### src/rtl/scan_port_pkg.sv
package scan_port_pkg;

  // Controller states, one-hot
  typedef enum logic [15:0] {
    ST_RESET      = 16'h0001,
    ST_IDLE       = 16'h0002,
    ST_SEL_DR     = 16'h0004,
    ST_CAP_DR     = 16'h0008,
    ST_SHIFT_DR   = 16'h0010,
    ST_EXIT1_DR   = 16'h0020,
    ST_PAUSE_DR   = 16'h0040,
    ST_EXIT2_DR   = 16'h0080,
    ST_UPD_DR     = 16'h0100,
    ST_SEL_IR     = 16'h0200,
    ST_CAP_IR     = 16'h0400,
    ST_SHIFT_IR   = 16'h0800,
    ST_EXIT1_IR   = 16'h1000,
    ST_PAUSE_IR   = 16'h2000,
    ST_EXIT2_IR   = 16'h4000,
    ST_UPD_IR     = 16'h8000
  } tap_state_t;

  localparam int IR_WIDTH = 4;
  localparam int DR_WIDTH = 1;
  localparam logic [3:0] IR_CAPTURE = 4'h1;
  localparam logic [3:0] IR_RESET = 4'hF;
  localparam logic [3:0] IR_BYPASS = 4'hF;
  localparam int RESET_TMS_EDGES = 5;

  // Synchronised scan pins travelling together
  typedef struct packed {
    logic tck;
    logic tms;
    logic tdi;
  } scan_pins_t;

endpackage
### src/rtl/scan_port.sv
`timescale 1ns/10ps
`default_nettype none

// Contract
// - The tester supplies the test clock and, apart from reset, only its edges move scan state and serial data.
// - Serial input is shifted in on each rising test-clock edge while in a shift state.
// - Serial output changes on each falling test-clock edge while in a shift state.
// - Mode select sampled at each rising test-clock edge chooses the next state.
// - Asserting test reset puts the controller in test-logic-reset at once.
// - The serial output floats except from a falling edge in shift-DR or shift-IR until the next falling edge in any other state.
module scan_port
(
  input wire logic i_clk,
  input wire logic i_nrst,
  input wire logic i_tck,
  input wire logic i_tms,
  input wire logic i_tdi,
  input wire logic i_test_nrst,
  output logic o_tdo,
  output logic o_tdo_oe_n,
  output logic [scan_port_pkg::IR_WIDTH-1:0] o_instr,
  output logic o_in_reset
);
  import scan_port_pkg::*;

  ////////////////////////////////////////////////////////////////////////
  // Pin synchronisers; test reset also acts asynchronously
  scan_pins_t sync1;
  scan_pins_t sync2;
  logic tck_prev;
  always_ff @(posedge i_clk or negedge i_nrst)
  begin
    if (!i_nrst)
    begin
      sync1 <= '0;
      sync2 <= '0;
      tck_prev <= 1'b0;
    end
    else
    begin
      sync1 <= '{tck: i_tck, tms: i_tms, tdi: i_tdi};
      sync2 <= sync1;
      tck_prev <= sync2.tck;
    end
  end

  logic tck_rise;
  logic tck_fall;
  assign tck_rise = sync2.tck & ~tck_prev;
  assign tck_fall = ~sync2.tck & tck_prev;

  // Reset asserts at once but releases through two flops, so a late
  // test-reset edge cannot leave half the controller in reset
  logic rst_raw_n;
  logic [1:0] rst_sync;
  logic arst_n;
  assign rst_raw_n = i_nrst & i_test_nrst;
  always_ff @(posedge i_clk or negedge rst_raw_n)
  begin
    if (!rst_raw_n)
      rst_sync <= 2'h0;
    else
      rst_sync <= {rst_sync[0], 1'h1};
  end
  assign arst_n = rst_sync[1];

  ////////////////////////////////////////////////////////////////////////
  // Controller
  tap_state_t state;
  tap_state_t next_state;
  logic in_reset;
  logic next_in_reset;

  function automatic tap_state_t step(input tap_state_t s, input logic m);
    unique case (s)
      ST_RESET: step = m ? ST_RESET : ST_IDLE;
      ST_IDLE: step = m ? ST_SEL_DR : ST_IDLE;
      ST_SEL_DR: step = m ? ST_SEL_IR : ST_CAP_DR;
      ST_CAP_DR: step = m ? ST_EXIT1_DR : ST_SHIFT_DR;
      ST_SHIFT_DR: step = m ? ST_EXIT1_DR : ST_SHIFT_DR;
      ST_EXIT1_DR: step = m ? ST_UPD_DR : ST_PAUSE_DR;
      ST_PAUSE_DR: step = m ? ST_EXIT2_DR : ST_PAUSE_DR;
      ST_EXIT2_DR: step = m ? ST_UPD_DR : ST_SHIFT_DR;
      ST_UPD_DR: step = m ? ST_SEL_DR : ST_IDLE;
      ST_SEL_IR: step = m ? ST_RESET : ST_CAP_IR;
      ST_CAP_IR: step = m ? ST_EXIT1_IR : ST_SHIFT_IR;
      ST_SHIFT_IR: step = m ? ST_EXIT1_IR : ST_SHIFT_IR;
      ST_EXIT1_IR: step = m ? ST_UPD_IR : ST_PAUSE_IR;
      ST_PAUSE_IR: step = m ? ST_EXIT2_IR : ST_PAUSE_IR;
      ST_EXIT2_IR: step = m ? ST_UPD_IR : ST_SHIFT_IR;
      ST_UPD_IR: step = m ? ST_SEL_DR : ST_IDLE;
      default: step = ST_RESET;
    endcase
  endfunction

  always_comb
  begin
    next_state = state;
    if (tck_rise)
      next_state = step(state, sync2.tms);
    next_in_reset = (next_state == ST_RESET);
  end

  ////////////////////////////////////////////////////////////////////////
  // Shift paths
  logic [IR_WIDTH-1:0] ir_shift;
  logic [IR_WIDTH-1:0] next_ir_shift;
  logic [IR_WIDTH-1:0] instr;
  logic [IR_WIDTH-1:0] next_instr;
  logic [DR_WIDTH-1:0] dr_shift;
  logic [DR_WIDTH-1:0] next_dr_shift;
  logic tdo;
  logic next_tdo;
  logic tdo_oe_n;
  logic next_tdo_oe_n;
  logic shifting;
  assign shifting = (state == ST_SHIFT_DR) || (state == ST_SHIFT_IR);

  always_comb
  begin
    next_ir_shift = ir_shift;
    next_instr = instr;
    next_dr_shift = dr_shift;
    next_tdo = tdo;
    next_tdo_oe_n = tdo_oe_n;
    if (tck_rise)
    begin
      unique case (state)
        ST_CAP_IR: next_ir_shift = IR_CAPTURE;
        ST_SHIFT_IR: next_ir_shift = {sync2.tdi, ir_shift[IR_WIDTH-1:1]};
        ST_CAP_DR: next_dr_shift = '0;
        ST_SHIFT_DR: next_dr_shift = sync2.tdi;
        ST_UPD_IR: next_instr = ir_shift;
        default: next_instr = instr;
      endcase
    end
    if (state == ST_RESET)
      next_instr = IR_RESET;
    if (tck_fall)
    begin
      next_tdo_oe_n = ~shifting;
      if (state == ST_SHIFT_IR)
        next_tdo = ir_shift[0];
      else if (state == ST_SHIFT_DR)
        next_tdo = dr_shift[0];
    end
  end

  always_ff @(posedge i_clk or negedge arst_n)
  begin
    if (!arst_n)
    begin
      state <= ST_RESET;
      in_reset <= 1'b1;
      ir_shift <= '0;
      instr <= IR_RESET;
      dr_shift <= '0;
      tdo <= 1'b0;
      tdo_oe_n <= 1'b1;
    end
    else
    begin
      state <= next_state;
      in_reset <= next_in_reset;
      ir_shift <= next_ir_shift;
      instr <= next_instr;
      dr_shift <= next_dr_shift;
      tdo <= next_tdo;
      tdo_oe_n <= next_tdo_oe_n;
    end
  end

  assign o_tdo = tdo;
  assign o_tdo_oe_n = tdo_oe_n;
  assign o_instr = instr;
  assign o_in_reset = in_reset;

  ////////////////////////////////////////////////////////////////////////
  // Checks
  logic [2:0] high_cnt;
  always_ff @(posedge i_clk or negedge arst_n)
  begin
    if (!arst_n)
      high_cnt <= '0;
    else if (tck_rise)
      high_cnt <= sync2.tms ? ((high_cnt == 3'h7) ? high_cnt
                                                  : high_cnt + 3'h1) : 3'h0;
  end
endmodule

`default_nettype wire

### config.mk
export PLATFORM = sky130hd
export DESIGN_NAME = scan_port
export DESIGN_NICKNAME = d
export VERILOG_FILES = /design/src/rtl/scan_port_pkg.sv /design/src/rtl/scan_port.sv
export SDC_FILE = /design/constraint.sdc
export NUM_CORES = 1
export LEC_CHECK = 0
export BUFFER_PORTS_ARGS = -buffer_cell sky130_fd_sc_hd__buf_2
export CAP_MARGIN = 10
export CELL_PAD_IN_SITES_DETAIL_PLACEMENT = 2
export CELL_PAD_IN_SITES_GLOBAL_PLACEMENT = 2
export CORE_MARGIN = 2
export CORE_UTILIZATION = 30
export CTS_CLUSTER_DIAMETER = 40
export DETAILED_ROUTE_END_ITERATION = 8
export PLACE_DENSITY = 0.72
export REMOVE_ABC_BUFFERS = 1
export SLEW_MARGIN = 20
export SYNTH_ARGS = -nofsm -noshare
export SYNTH_HDL_FRONTEND = slang
export SYNTH_SLANG_ARGS = --single-unit
### constraint.sdc
create_clock -name i_clk -period 2.2 [get_ports i_clk]
set_clock_uncertainty 0.2 [all_clocks]
set_input_delay 0.11 -clock i_clk [delete_from_list [all_inputs] [get_ports i_clk]]
set_output_delay 0.11 -clock i_clk [all_outputs]
set_load 0.1 [all_outputs]
## Word level (Yosys, flattened, before mapping)

Cells that the tools add are included.
Widths: inputs -> output; s select.

| storage, ports and cells | value |
|---|---|
| memory bits (writable) | 0 |
| logic and storage cells | 72 |
| bits in latches | 0 |
| memories kept | 0 |
| bits in read-only memories | 0 |
| register bits | 37 |

| cells by class | value |
|---|---|
| mux-type cells | 21 |
| equality and inequality tests | 17 |
| shifts and indexed selects | 0 |
| reduce and logical (&&, ||, !) cells | 13 |
| $lt $le $gt $ge | 0 |
| multiply operators | 0 |
| add/subtract/negate cells | 0 |
| bitwise operators | 6 |
| div/mod/pow operators | 0 |

Operators with widths:

| cell | count |
|---|---|
| $pmux 16 s12 | 1 |
| $mux 16 | 3 |
| $eq 16x1->1 const B | 2 |
| $mux 9 | 2 |
| $eq 16x10->1 const B | 1 |
| $eq 16x11->1 const B | 1 |
| $eq 16x12->1 const B | 1 |
| $eq 16x13->1 const B | 1 |
| $eq 16x14->1 const B | 1 |
| $eq 16x15->1 const B | 1 |
| $eq 16x16->1 const B | 1 |
| $eq 16x2->1 const B | 1 |
| $eq 16x3->1 const B | 1 |
| $eq 16x4->1 const B | 1 |
| $eq 16x5->1 const B | 1 |
| $eq 16x6->1 const B | 1 |
| $eq 16x7->1 const B | 1 |
| $eq 16x8->1 const B | 1 |
| $eq 16x9->1 const B | 1 |
| $mux 15 | 1 |
| $mux 13 | 1 |
| $mux 4 | 3 |
| $mux 11 | 1 |
| $mux 10 | 1 |
| 14 further kinds | 27 |

## Longest topological paths before layout

Gate-level depths: netlist of run 1.

| logic depth | value |
|---|---|
| depth after elaboration | 5 |
| gate-level depth with buffers | 8 |
| gate-level depth less buffers | 6 |

## Worst setup path before layout of run 1

Ideal clock, no wire load.

| path | value |
|---|---|
| path kind | register to register |
| start point | reg state[3] |
| end point | reg in_reset (netlist: o_in_reset) |
| arrival time | 1.869 ns |
| path slack | 0.053 ns |
| library setup time | 0.078 ns |
| data required time | 1.922 ns |
| cell stages (with the launch flop) | 8 |
| period minus slack after synthesis | 2.147 ns |
| path through | dfrtp_1 -> buf_6 -> nor4_4 -> nand4_2 -> or4b_1 -> o21ai_2 -> a311o_1 -> nor4b_2 |

| between the ends | value |
|---|---|
| word-level cells in the longest chain between the ends | 5 |

RTL lines:

| item | RTL line | RTL |
|---|---|---|
| from (decl) | scan_port.sv:69 | `tap_state_t state;` |
| from (signal assigned) | scan_port.sv:163 | `state <= next_state;` |
| $eq 16x16->1 (tied with other cells) | scan_port.sv:75 | `unique case (s)` |
| $reduce_or 3->1 (no line) or $reduce_or 2->1 (tied branches) | -- |  |
| $pmux 16 s12 (*) | scan_port.sv:75 |  |
| $mux 16 (*) | scan_port.sv:99 | `if (tck_rise)` |
| net next_state[13] | scan_port.sv:70 | `tap_state_t next_state;` |
| $eq 16x1->1 (*) | scan_port.sv:101 | `next_in_reset = (next_state == ST_RESET);` |
| net next_in_reset | scan_port.sv:72 | `logic next_in_reset;` |
| to (signal assigned) | scan_port.sv:164 | `in_reset <= next_in_reset;` |
| to (decl) | scan_port.sv:71 | `logic in_reset;` |

Mark *: on every way through the listed nets, which the timed path passes. The rest lies on a longest branch.
A chain may end at the register's enable or synchronous reset.

## Final worst setup path of run 1

| path | value |
|---|---|
| start point | reg state[11] |
| end point | reg in_reset (netlist: o_in_reset) |

The elaborated chain is that of the path after synthesis.

==> Implementation_results.wiki, run 1 <==
{| class="wikitable"
! Metric !! Value
|-
| Status || finished with violations
|-
| Failing checks || negative setup slack
|-
| Clock tree from TritonCTS || yes
|-
| Average detailed-routed wire length per instance || 21.7 um
|-
| Initial cell density of the core || 31.0%
|-
| Number of H-tree branching levels || 2
|-
| Fraction of synthesized cell area taken by the top area cell type || 35.7%
|-
| Prevailing post-synth register cell || sky130_fd_sc_hd__dfrtp_1
|-
| Fraction of power consumed by sequential logic || 32.5%
|-
| Xor-xnor portion of the synthesized cell area || 2.91%
|-
| Mean area per synthesized cell || 9.47 um2
|-
| Placed insts || 365
|-
| Number of register bits inferred by synthesis || 37
|-
| Post-synthesis compound-gate area fraction || 15.5%
|-
| Shortest clock period the worst path allows after layout || 2370 ps
|-
| Internal power || 1.44 mW
|-
| Row count || 30
|-
| Crit-path max FO || 5
|-
| Die Ht || 87.7 um
|-
| GRT Resource Usage Total || 21.1%
|-
| Slowest CP cell || sky130_fd_sc_hd__dfrtp_2
|-
| Required time of the worst setup path || 2250 ps
|-
| Number of buffer cells added on primary ports || 12
|-
| Iteration-0 DRC Markers || 70
|-
| Switching part of the total || 39.7%
|-
| Static leakage power || 1.43 nW
|-
| Insertion delay to the later sink of the worst-skew pair || 310 ps
|-
| Post-route standard cell area excluding fillers || 0.00306 mm2
|-
| Ports || 13
|-
| Detailed-route wire length || 8.60 mm
|-
| Total via count in the routed design || 2098
|-
| Final number of max-transition violations || 0
|-
| Post-synth EDFFs || 0
|-
| Fmax achieved || 422 MHz
|-
| Endpoint of the lowest-slack register-to-register path || o_in_reset
|-
| Net load switching power || 0.950 mW
|-
| Yosys synthesis warning count || 0
|-
| Worst-case vdd ir drop || 280 uV
|-
| Part of the total power dissipated in combinational logic || 45.4%
|-
| Vias per cell || 5.28
|-
| Drt pass-1 iters || 4
|-
| Count of buffer and inverter cells on the critical path || 1
|-
| Largest cells by area after synthesis || sky130_fd_sc_hd__dfrtp_1 (36%), sky130_fd_sc_hd__dfstp_2 (8.7%), sky130_fd_sc_hd__nand2_1 (6.4%)
|-
| Worst setup EP type || register
|-
| Cell area after technology mapping || 0.00210 mm2
|-
| Mux share of post-synthesis cell area || 1.90%
|-
| Critical register-to-register path startpoint || state[11]
|-
| Total clock sinks || 37
|-
| Pin count of the biggest net entering global routing || 29
|-
| Crit path largest cell delay || 450 ps
|-
| Top cell type by total area after synthesis || sky130_fd_sc_hd__dfrtp_1
|-
| Final layout net count || 306
|-
| Final Instance Count excl. Fillers || 397
|-
| Placed inst area || 0.00258 mm2
|-
| Total CTS buffers || 5
|-
| Share of total power in the clock network || 22.1%
|-
| Area growth from synthesis to layout || 45.4%
|-
| Critical path arrival || 2420 ps
|-
| Placed wire-length estimate || 5.20 mm
|-
| Leftover overflow at the end of global routing || 0
|-
| Via count of the first global-routing pass || 2258
|-
| Number of inserted filler cells in the final layout || 715
|-
| Antenna viol nets, final || 0
|-
| RSZ-0062 raised after global routing || yes
|-
| Final worst path period share || 108%
|-
| Minimum setup slack in the final design || -168 ps
|-
| Count of endpoints failing hold in the final timing report || 0
|-
| Clock-pin slew reported for the worst setup and hold paths after clock tree synthesis || 90 ps
|-
| Final setup violation count || 9
|-
| Cells after Synth || 222
|-
| Area of the die || 0.00770 mm2
|-
| Adder-cell area share of the yosys netlist || 0%
|-
| R2R Setup Slk || -170 ps
|-
| Path category of the worst min-delay check || in -> async
|-
| Combinational family with the most area after synthesis || simple AND/OR/NAND/NOR gates
|-
| Async S/R FF share, synth || 100%
|-
| Horizontal die dimension || 87.7 um
|-
| Placer Congestion || 0.827
|-
| Number of max-cap violations || 0
|-
| Area of the core region || 0.00679 mm2
|-
| Final routed DRC violation total || 0
|-
| Post-synthesis sequential area ratio || 44.4%
|-
| Share of cells above drive strength 1 || 47.5%
|-
| Family with the most delay on the worst path || compound AO/OA/AOI/OAI gates
|-
| Antenna cells || 0
|-
| Cell Chain, Critical Path || buf_4, o21ai_0, o211ai_1, o41ai_4, nor4_1, a21o_1, nor4b_2
|-
| Global-route wire length before repair || 12.3 mm
|-
| Total power density per cell area || 782 mW/mm2
|-
| Type of origin of the critical path || register
|-
| Initial antenna violation count || 0
|-
| Fraction of the mapped netlist area in simple logic gates || 28.2%
|-
| Count of distinct cell types in the synthesized netlist || 53
|-
| Buffer type at the clock tree root || sky130_fd_sc_hd__clkbuf_8
|-
| Kind of critical path || reg -> reg
|-
| Bufs on Longest Clock Path || 2
|-
| Length in cells of the worst reg-to-reg path || 7
|-
| Final Total Pwr || 2.39 mW
|}
[layout by cell type (no fill, tap or decap), types with 5 or more instances in the layout]
cell,count
sky130_fd_sc_hd__a22o_1,5
sky130_fd_sc_hd__buf_2,12
sky130_fd_sc_hd__buf_4,67
sky130_fd_sc_hd__buf_6,8
sky130_fd_sc_hd__clkbuf_8,5
sky130_fd_sc_hd__dfrtp_1,24
sky130_fd_sc_hd__dfrtp_2,6
sky130_fd_sc_hd__dfstp_2,7
sky130_fd_sc_hd__dlygate4sd3_1,6
sky130_fd_sc_hd__nand2_1,32
sky130_fd_sc_hd__nand4_1,11
sky130_fd_sc_hd__nor2_1,11
sky130_fd_sc_hd__o21ai_0,10
[repair_timing]
action                                 in CTS  in global routing
gates resized for setup                     8                 42
gates cloned                                0                  0
hold buffers                                6                  0
pin swaps                                   4                 17
setup buffers                               4                 15
setup endpoints to repair                  15                 21
endpoints found under the hold margin      12                  0
[kinds of logic after synthesis]
family,count (synthesis)
mux,4
flops,37
simple gates,101
other cells,1
xor+xnor,7
buf+inv,26
compound gates,46
[cell usage after synthesis, types with 3 or more instances]
master and instances:
sky130_fd_sc_hd__nand2_1 36, sky130_fd_sc_hd__nand3_1 4, sky130_fd_sc_hd__dfstp_2 7, sky130_fd_sc_hd__buf_6 3, sky130_fd_sc_hd__mux2i_1 4, sky130_fd_sc_hd__buf_2 11
sky130_fd_sc_hd__o31ai_1 3, sky130_fd_sc_hd__nor4b_1 6, sky130_fd_sc_hd__nor3_1 3, sky130_fd_sc_hd__nand2b_1 3, sky130_fd_sc_hd__inv_1 4, sky130_fd_sc_hd__nor2_1 13
sky130_fd_sc_hd__a21o_1 4, sky130_fd_sc_hd__nand4_1 11, sky130_fd_sc_hd__clkbuf_1 4, sky130_fd_sc_hd__a22o_1 5, sky130_fd_sc_hd__nor2b_1 3, sky130_fd_sc_hd__xnor2_1 3
sky130_fd_sc_hd__xor2_1 4, sky130_fd_sc_hd__dfrtp_1 30, sky130_fd_sc_hd__a21oi_1 5, sky130_fd_sc_hd__o21ai_0 15, sky130_fd_sc_hd__nor4_1 3
[power groups by stage]
stage	combinational, mW	clock [mW]	sequential (mW)
finish	1.09	0.529	0.778
global route	1.15	0.568	0.783
CTS	0.844	0.535	0.775
detailed placement	0.770	0	0.789
global placement	0.744	0	0.788
floorplan	0.332	0	0.884
[metal layers]
layer,part of all wire [%],wire [um],up-vias,GRT usage [%]
met5,0,0,-,0
met4,4.9,420,0,3.78
met3,2.4,208,25,2.54
met2,50,4330,39,37.4
met1,42,3650,1081,28.0
li1,-,-,953,-
[layout make-up]
| cell class | count | area, um2 | share of cell area [%] |
|---|---|---|---|
| flip-flops and latches | 37 | 942 | 30.8 |
| multi-input cells | 159 | 1180 | 38.5 |
| clock inverters | 3 | 22.5 | 0.736 |
| repair buffers | 93 | 713 | 23.3 |
| inverters | 4 | 15.0 | 0.491 |
| clock buffers | 5 | 68.8 | 2.25 |
| well taps | 96 | 120 | 3.93 |
[state kept, by name, summed over array words and instances (netlist names)]
signal and flops:
o_in_reset 1, o_tdo_oe_n 1, rst_sync 2, dr_shift 1, sync1 3, o_instr 4, sync2 3, o_tdo 1
ir_shift 4, state 16, tck_prev 1
[tightest hold or removal path: stages]
cell                            delay, ps
sky130_fd_sc_hd__dlygate4sd3_1        530
sky130_fd_sc_hd__buf_2                 90
sky130_fd_sc_hd__and2_1               140
[how the worst max path moves through the flow]
stage / start / endpoint / slack (ps) / depth (start not counted)
after floorplan: state[11] / o_in_reset / -240 / 6
after global placement: state[10] / o_in_reset / -140 / 8
after detailed placement: state[5] / o_in_reset / -210 / 8
after CTS: state[7] / o_in_reset / -180 / 8
after global routing: state[14] / o_in_reset / -270 / 9
final: state[11] / o_in_reset / -170 / 7
[per-stage QoR]
step	util, %	setup slack (ps)	setup TNS (ps)	hold slack (ps)
after floorplan	-	-244	-740	-386
after global placement	38.0	-140	-166	-248
after detailed placement	38.0	-209	-922	-245
after CTS	41.1	-177	-567	9.88
after global routing	45.0	-272	-1720	30.8
final	45.0	-168	-697	21.6
(Power assumes the default switching activity.)
==> run 2, diff against run 1 <==
==> constraint.sdc (replaced) <==
create_clock -name i_clk -period 2.4 [get_ports i_clk]
set_clock_uncertainty 0.2 [all_clocks]
set_input_delay 0.12 -clock i_clk [delete_from_list [all_inputs] [get_ports i_clk]]
set_output_delay 0.12 -clock i_clk [all_outputs]
set_load 0.1 [all_outputs]
==> Implementation_results.wiki, run 2 (synthesis gave the netlist of run 1 again) <==
{| class="wikitable"
! Metric !! Value
|-
| Status || finished, final reports clean (was finished with violations)
|-
| Placer Congestion || 0.869 (was 0.827)
|-
| Shortest clock period the worst path allows after layout || 2400 ps (was 2370 ps)
|-
| Share of cells above drive strength 1 || 34.6% (was 47.5%)
|-
| Kind of critical path || reg -> reg (unchanged)
|-
| Bufs on Longest Clock Path || 2 (unchanged)
|-
| Path category of the worst min-delay check || in -> async (unchanged)
|-
| Buffer type at the clock tree root || sky130_fd_sc_hd__clkbuf_8 (unchanged)
|-
| Vias per cell || 5.25 (was 5.28)
|-
| Number of buffer cells added on primary ports || 12 (unchanged)
|-
| Final routed DRC violation total || 0 (unchanged)
|-
| Count of endpoints failing hold in the final timing report || 0 (unchanged)
|-
| RSZ-0062 raised after global routing || yes (unchanged)
|-
| Initial cell density of the core || 31.0% (unchanged)
|-
| Antenna viol nets, final || 0 (unchanged)
|-
| Static leakage power || 1.22 nW (was 1.43 nW)
|-
| Area of the core region || 0.00679 mm2 (unchanged)
|-
| Leftover overflow at the end of global routing || 0 (unchanged)
|-
| Critical path arrival || 2430 ps (was 2420 ps)
|-
| Pin count of the biggest net entering global routing || 29 (unchanged)
|-
| Clock-pin slew reported for the worst setup and hold paths after clock tree synthesis || 80 ps (was 90 ps)
|-
| Ports || 13 (unchanged)
|-
| Largest register by flop count || state (unchanged)
|-
| Total CTS buffers || 5 (unchanged)
|-
| Commonest non-fill, non-tap cells in the layout || sky130_fd_sc_hd__buf_4 (42), sky130_fd_sc_hd__nand2_1 (36), sky130_fd_sc_hd__dfrtp_1 (25), sky130_fd_sc_hd__o21ai_0 (14), sky130_fd_sc_hd__nor2_1 (13) (was sky130_fd_sc_hd__buf_4 (67), sky130_fd_sc_hd__nand2_1 (32), sky130_fd_sc_hd__dfrtp_1 (24), sky130_fd_sc_hd__buf_2 (12))
|-
| Detailed-route wire length || 6.93 mm (was 8.60 mm)
|-
| Number of inserted filler cells in the final layout || 760 (was 715)
|-
| Antenna cells || 0 (unchanged)
|-
| Via count of the first global-routing pass || 2092 (was 2258)
|-
| Total clock sinks || 37 (unchanged)
|-
| Crit-path max FO || 5 (unchanged)
|-
| Number of max-cap violations || 0 (unchanged)
|-
| R2R Setup Slk || 3 ps (was -170 ps)
|-
| Largest register FFs || 16 (unchanged)
|-
| Area of the die || 0.00770 mm2 (unchanged)
|-
| Number of H-tree branching levels || 2 (unchanged)
|-
| Core utilization of the finished layout || 39.8% (was 45.0%)
|-
| Final Total Pwr || 1.96 mW (was 2.39 mW)
|-
| Total via count in the routed design || 1915 (was 2098)
|-
| Die Ht || 87.7 um (unchanged)
|-
| Area growth from synthesis to layout || 28.5% (was 45.4%)
|-
| Insertion delay to the later sink of the worst-skew pair || 300 ps (was 310 ps)
|-
| Initial antenna violation count || 0 (unchanged)
|-
| GRT Resource Usage Total || 19.0% (was 21.1%)
|-
| Iteration-0 DRC Markers || 79 (was 70)
|-
| Final number of max-transition violations || 0 (unchanged)
|-
| Fmax achieved || 417 MHz (was 422 MHz)
|-
| Required time of the worst setup path || 2430 ps (was 2250 ps)
|-
| Most frequent standard cell in the layout excluding fill and tap cells || sky130_fd_sc_hd__buf_4 (unchanged)
|-
| Final layout net count || 274 (was 306)
|-
| Final setup violation count || 0 (was 9)
|-
| Drt pass-1 iters || 4 (unchanged)
|-
| Worst setup EP type || register (unchanged)
|-
| Total power density per cell area || 725 mW/mm2 (was 782 mW/mm2)
|-
| Global-route wire length before repair || 11.1 mm (was 12.3 mm)
|-
| Worst-case vdd ir drop || 227 uV (was 280 uV)
|-
| Row count || 30 (unchanged)
|-
| Clock tree from TritonCTS || yes (unchanged)
|-
| Average detailed-routed wire length per instance || 19.0 um (was 21.7 um)
|-
| Horizontal die dimension || 87.7 um (unchanged)
|-
| Placed wire-length estimate || 5.01 mm (was 5.20 mm)
|-
| Type of origin of the critical path || register (unchanged)
|-
| Length in cells of the worst reg-to-reg path || 7 (unchanged)
|-
| Final worst path period share || 99.9% (was 108%)
|}
-- run 2: cell count changes in the layout (fill, tap and decap cells not counted), moves of 2 or more --
cell                      delta
sky130_fd_sc_hd__buf_4      -25
sky130_fd_sc_hd__buf_6       -7
sky130_fd_sc_hd__nand2_1     +4
sky130_fd_sc_hd__nand2_2     -4
sky130_fd_sc_hd__o21ai_0     +4
sky130_fd_sc_hd__o21ai_2     -3
sky130_fd_sc_hd__nor2_1      +2
sky130_fd_sc_hd__or3b_4      -2
-- run 2: layer usage --
metal	wire length (um)	part of all wire [%]	up-vias	GRT usage, %
li1	-	-	887	-
met1	3160	46	990	24.2
met2	3520	51	29	33.1
met3	115	1.7	9	2.83
met4	135	1.9	0	5.73
met5	0	0	-	0
-- run 2: report_power, final --
part	total (mW)	switching (mW)	leakage [nW]	internal, mW
registers	0.714	0.0385	0.458	0.675
clock network	0.563	0.251	0.0554	0.312
logic	0.683	0.417	0.709	0.265
total	1.96	0.706	1.22	1.25
-- run 2: worst paths after layout --
path | start | end
worst max-delay path | state[2] | o_in_reset
worst min-delay path | i_test_nrst | rst_sync[0]
worst max register to register | state[2] | o_in_reset
worst min register to register | rst_sync[1] | ir_shift[0]
max in group asynchronous | i_nrst | tck_prev
min in group i_clk | sync1[1] | sync2[1]
-- run 2: cell type report --
class / count / area, um2 / share of cell area, %
tap: 96 / 120 / 4.44
sequential: 37 / 941 / 34.8
inverter: 4 / 15.0 / 0.556
multi-input combinational: 159 / 1070 / 39.5
clock inverter: 2 / 38.8 / 1.44
clock buffer: 6 / 72.6 / 2.69
timing repair buffer: 61 / 447 / 16.5
-- run 2: timing repair --
action	CTS	global route
endpoints found under the hold margin	12	0
setup buffers	0	3
pin swaps	0	5
resized for setup	1	14
hold buffers	6	0
endpoints found under the setup margin	1	1
-- run 2: worst max-delay path, stage by stage, from the launching register on --
cell	delay, ps
sky130_fd_sc_hd__dfrtp_1	430
sky130_fd_sc_hd__nor4_4	480
sky130_fd_sc_hd__nand2_1	220
sky130_fd_sc_hd__o41ai_4	390
sky130_fd_sc_hd__buf_4	180
sky130_fd_sc_hd__nor4_1	40
sky130_fd_sc_hd__a21o_1	230
sky130_fd_sc_hd__nor4b_2	170
-- run 2: metrics by stage --
stage          worst slack [ps]  area [um2]  std cells  hold slack [ps]  TNS, ps
3_3_place_gp               22.4        2450        348             -239        0
4_1_cts                    15.8        2630        362             23.5        0
5_1_grt                   -61.8        2700        365             51.3    -61.8
6_report                   3.14        2700        365             38.9        0
2_1_floorplan             -44.0        1970        200             -376    -44.0
3_5_place_dp              -39.7        2450        348             -236    -39.7
==> run 3, diff against run 2 <==
--- a/config.mk
+++ b/config.mk
@@ -5,6 +5,7 @@
 export SDC_FILE = /design/constraint.sdc
 export NUM_CORES = 1
 export LEC_CHECK = 0
+export ABC_AREA = 1
 export BUFFER_PORTS_ARGS = -buffer_cell sky130_fd_sc_hd__buf_2
 export CAP_MARGIN = 10
 export CELL_PAD_IN_SITES_DETAIL_PLACEMENT = 2
@@ -12,8 +13,9 @@
 export CORE_MARGIN = 2
 export CORE_UTILIZATION = 30
 export CTS_CLUSTER_DIAMETER = 40
+export CTS_CLUSTER_SIZE = 14
 export DETAILED_ROUTE_END_ITERATION = 8
-export PLACE_DENSITY = 0.72
+export PLACE_DENSITY = 0.75
 export REMOVE_ABC_BUFFERS = 1
 export SLEW_MARGIN = 20
 export SYNTH_ARGS = -nofsm -noshare
==> Implementation_results.wiki, run 3 <==
{| class="wikitable"
! Metric !! Value
|-
| Status || finished with violations (was finished, final reports clean)
|-
| Failing checks || negative hold slack
|-
| Horizontal die dimension || 86.1 um (was 87.7 um)
|-
| Prevailing post-synth register cell || sky130_fd_sc_hd__dfrtp_1 (unchanged)
|-
| Buffer type at the clock tree root || sky130_fd_sc_hd__clkbuf_8 (unchanged)
|-
| GRT Resource Usage Total || 17.4% (was 19.0%)
|-
| Most frequent standard cell in the layout excluding fill and tap cells || sky130_fd_sc_hd__nand2_1 (was sky130_fd_sc_hd__buf_4)
|-
| Crit-path max FO || 10 (was 5)
|-
| Path category of the worst min-delay check || reg -> async (was in -> async)
|-
| Post-synth EDFFs || 0 (unchanged)
|-
| Net load switching power || 0.987 mW (was 0.706 mW)
|-
| Total CTS buffers || 5 (unchanged)
|-
| Row count || 29 (was 30)
|-
| Mean area per synthesized cell || 8.16 um2 (was 9.47 um2)
|-
| Final Instance Count excl. Fillers || 352 (was 365)
|-
| Vias per cell || 4.85 (was 5.25)
|-
| Initial cell density of the core || 31.5% (was 31.0%)
|-
| Average detailed-routed wire length per instance || 16.1 um (was 19.0 um)
|-
| Antenna cells || 0 (unchanged)
|-
| Largest register FFs || 16 (unchanged)
|-
| Number of register bits inferred by synthesis || 37 (unchanged)
|-
| Fraction of synthesized cell area taken by the top area cell type || 37.1% (was 35.7%)
|-
| Insertion delay to the later sink of the worst-skew pair || 290 ps (was 300 ps)
|-
| RSZ-0062 raised after global routing || no (was yes)
|-
| Leading cell type by number of instances after synthesis || sky130_fd_sc_hd__nand2_1 (unchanged)
|-
| Area occupied by multi-input gates || 922 um2 (was 0.00107 mm2)
|-
| Placed wire-length estimate || 4.57 mm (was 5.01 mm)
|-
| Iteration-0 DRC Markers || 75 (was 79)
|-
| Static leakage power || 1.19 nW (was 1.22 nW)
|-
| Number of buffer cells added on primary ports || 12 (unchanged)
|-
| Placed insts || 338 (was 348)
|-
| Die Ht || 86.1 um (was 87.7 um)
|-
| Share of cells above drive strength 1 || 24.4% (was 34.6%)
|-
| Final layout net count || 280 (was 274)
|-
| Number of inserted filler cells in the final layout || 752 (was 760)
|-
| Final-layout setup total negative slack || 0 ps (unchanged)
|-
| Post-synthesis sequential area ratio || 46.2% (was 44.4%)
|-
| Pin count of the biggest net entering global routing || 19 (was 29)
|-
| Switching part of the total || 45.9% (was 36.0%)
|-
| Cells after Synth || 248 (was 222)
|-
| Largest cells by area after synthesis || sky130_fd_sc_hd__dfrtp_1 (37%), sky130_fd_sc_hd__dfstp_2 (9.1%), sky130_fd_sc_hd__nand2_1 (9.1%) (was sky130_fd_sc_hd__dfrtp_1 (36%), sky130_fd_sc_hd__dfstp_2 (8.7%), sky130_fd_sc_hd__nand2_1 (6.4%))
|-
| Required time of the worst setup path || 2430 ps (about the same)
|-
| Part of the total power dissipated in combinational logic || 40.9% (was 34.8%)
|-
| Bufs on Longest Clock Path || 2 (unchanged)
|-
| Critical path arrival || 2070 ps (was 2430 ps)
|-
| Drt pass-1 iters || 4 (unchanged)
|-
| Commonest non-fill, non-tap cells in the layout || sky130_fd_sc_hd__nand2_1 (49), sky130_fd_sc_hd__inv_1 (33), sky130_fd_sc_hd__nor2_1 (31), sky130_fd_sc_hd__dfrtp_1 (30), sky130_fd_sc_hd__nand3_1 (17) (was sky130_fd_sc_hd__buf_4 (42), sky130_fd_sc_hd__nand2_1 (36), sky130_fd_sc_hd__dfrtp_1 (25), sky130_fd_sc_hd__o21ai_0 (14), sky130_fd_sc_hd__nor2_1 (13))
|-
| Share of total power in the clock network || 22.1% (was 28.7%)
|-
| Cell area after technology mapping || 0.00202 mm2 (was 0.00210 mm2)
|-
| Internal power || 1.16 mW (was 1.25 mW)
|-
| Detailed-route wire length || 5.67 mm (was 6.93 mm)
|-
| Count of endpoints failing hold in the final timing report || 10 (was 0)
|-
| Ports || 13 (unchanged)
|-
| Total via count in the routed design || 1708 (was 1915)
|-
| Clock-pin slew reported for the worst setup and hold paths after clock tree synthesis || 80 ps (about the same)
|-
| Fmax achieved || 490 MHz (was 417 MHz)
|-
| Leftover overflow at the end of global routing || 0 (unchanged)
|-
| Register cell area after layout || 935 um2 (was 941 um2)
|-
| Via count of the first global-routing pass || 1928 (was 2092)
|-
| Clock tree from TritonCTS || yes (unchanged)
|-
| Kind of critical path || reg -> reg (unchanged)
|-
| Initial antenna violation count || 0 (unchanged)
|-
| Area growth from synthesis to layout || 16.1% (was 28.5%)
|-
| Total power density per cell area || 915 mW/mm2 (was 725 mW/mm2)
|-
| Global-route wire length before repair || 9.83 mm (was 11.1 mm)
|-
| Final worst path period share || 85.1% (was 99.9%)
|-
| Largest register by flop count || state (unchanged)
|-
| Number of H-tree branching levels || 2 (unchanged)
|-
| Post-Route Hold Slack || -10.4 ps (was 38.9 ps)
|-
| Worst-case vdd ir drop || 418 uV (was 227 uV)
|-
| Type of origin of the critical path || register (unchanged)
|-
| Final setup violation count || 0 (unchanged)
|-
| Placer Congestion || 0.835 (was 0.869)
|-
| Async S/R FF share, synth || 100% (unchanged)
|-
| Top cell type by total area after synthesis || sky130_fd_sc_hd__dfrtp_1 (unchanged)
|-
| Count of distinct cell types in the synthesized netlist || 37 (was 53)
|-
| Yosys synthesis warning count || 0 (unchanged)
|-
| Number of max-cap violations || 0 (unchanged)
|-
| Area of the die || 0.00742 mm2 (was 0.00770 mm2)
|-
| Final routed DRC violation total || 0 (unchanged)
|-
| Synth top cells by count || sky130_fd_sc_hd__nand2_1 (49), sky130_fd_sc_hd__inv_1 (33), sky130_fd_sc_hd__nor2_1 (31), sky130_fd_sc_hd__dfrtp_1 (30), sky130_fd_sc_hd__nand3_1 (17) (was sky130_fd_sc_hd__nand2_1 (36), sky130_fd_sc_hd__dfrtp_1 (30), sky130_fd_sc_hd__o21ai_0 (15), sky130_fd_sc_hd__nor2_1 (13))
|-
| Fraction of power consumed by sequential logic || 37.1% (was 36.4%)
|-
| Total clock sinks || 37 (unchanged)
|-
| Shortest clock period the worst path allows after layout || 2040 ps (was 2400 ps)
|-
| Area of the core region || 0.00642 mm2 (was 0.00679 mm2)
|-
| Worst setup EP type || register (unchanged)
|-
| Post-CTS Repair Setup Buffers || 0 (unchanged)
|-
| Antenna viol nets, final || 0 (unchanged)
|-
| Final number of max-transition violations || 0 (unchanged)
|}
[run 3: logic make-up (layout without fill, tap and decap cells)]
logic type	Yosys count	after routing	share of synthesized area [%]
AOI/OAI and AO/OA	32	32	9.58
buffers and inverters	43	70	8.28
DFF	37	37	46.2
other	1	1	0.185
and+or+nand+nor	135	135	35.8
[run 3: worst paths after layout]
path,slack [ps],end,start,depth (start not counted)
min in group i_clk,150,sync2[2],sync1[2],0
setup reg to reg,360,o_in_reset,state[0],10
hold / removal,-10,state[12],rst_sync[1],0
hold reg to reg,-10,state[12],rst_sync[1],0
max in group asynchronous,1190,tck_prev,i_nrst,3
setup / recovery,360,o_in_reset,state[0],10
[run 3: critical path, cell delays in order, from the launching register on]
cell                      delay [ps]
sky130_fd_sc_hd__dfstp_2         570
sky130_fd_sc_hd__nor2_2           70
sky130_fd_sc_hd__nand2_4         150
sky130_fd_sc_hd__nor2_8           70
sky130_fd_sc_hd__nand2_1         100
sky130_fd_sc_hd__nand2_2          70
sky130_fd_sc_hd__o21ai_1         230
sky130_fd_sc_hd__nand3_1         120
sky130_fd_sc_hd__nor3_1          180
sky130_fd_sc_hd__nand2_1          80
sky130_fd_sc_hd__nor2_1          120
[run 3: through the flow]
stage / power (mW) / worst slack, ps / hold WS [ps] / instance area [um2] / util [%]
6_report: 2.15 / 357 / -10.4 / 2350 / 36.6
5_1_grt: 2.29 / 156 / 43.8 / 2350 / 36.6
4_1_cts: 2.19 / 338 / 16.3 / 2350 / 36.6
3_5_place_dp: 1.68 / 376 / -234 / 2190 / 34.2
3_3_place_gp: 1.67 / 408 / -237 / 2190 / 34.2
2_1_floorplan: 1.52 / 698 / -376 / 2020 / -
[run 3: final cells by class]
type | instances | area share (%)
clock inverters | 2 | 0.585
repair buffers | 21 | 6.07
multi-input cells | 168 | 39.2
inverters | 41 | 6.76
well taps | 77 | 4.10
clock buffers | 6 | 3.51
flip-flops and latches | 37 | 39.8
[run 3: per-layer routing]
metal  routed length [um]  track usage, %  vias up
met4                   95            6.64        0
met3                  101            2.89        8
li1                     -               -      842
met1                 2700            23.3      836
met5                    0               0        -
met2                 2770            28.3       22
[run 3: timing repair]
| item | 4_1_cts | 5_1_grt |
|---|---|---|
| hold endpoints to repair | 12 | 0 |
| setup endpoints to repair | 0 | 0 |
| resized for setup | 0 | 0 |
| hold buffers | 6 | 0 |
[run 3: power groups by stage]
stage | logic, mW | clock network (mW) | registers, mW
after floorplan | 0.379 | 0 | 1.14
after global placement | 0.859 | 0 | 0.810
after detailed placement | 0.872 | 0 | 0.812
after CTS | 0.888 | 0.497 | 0.800
after global routing | 0.957 | 0.519 | 0.815
final | 0.879 | 0.474 | 0.797
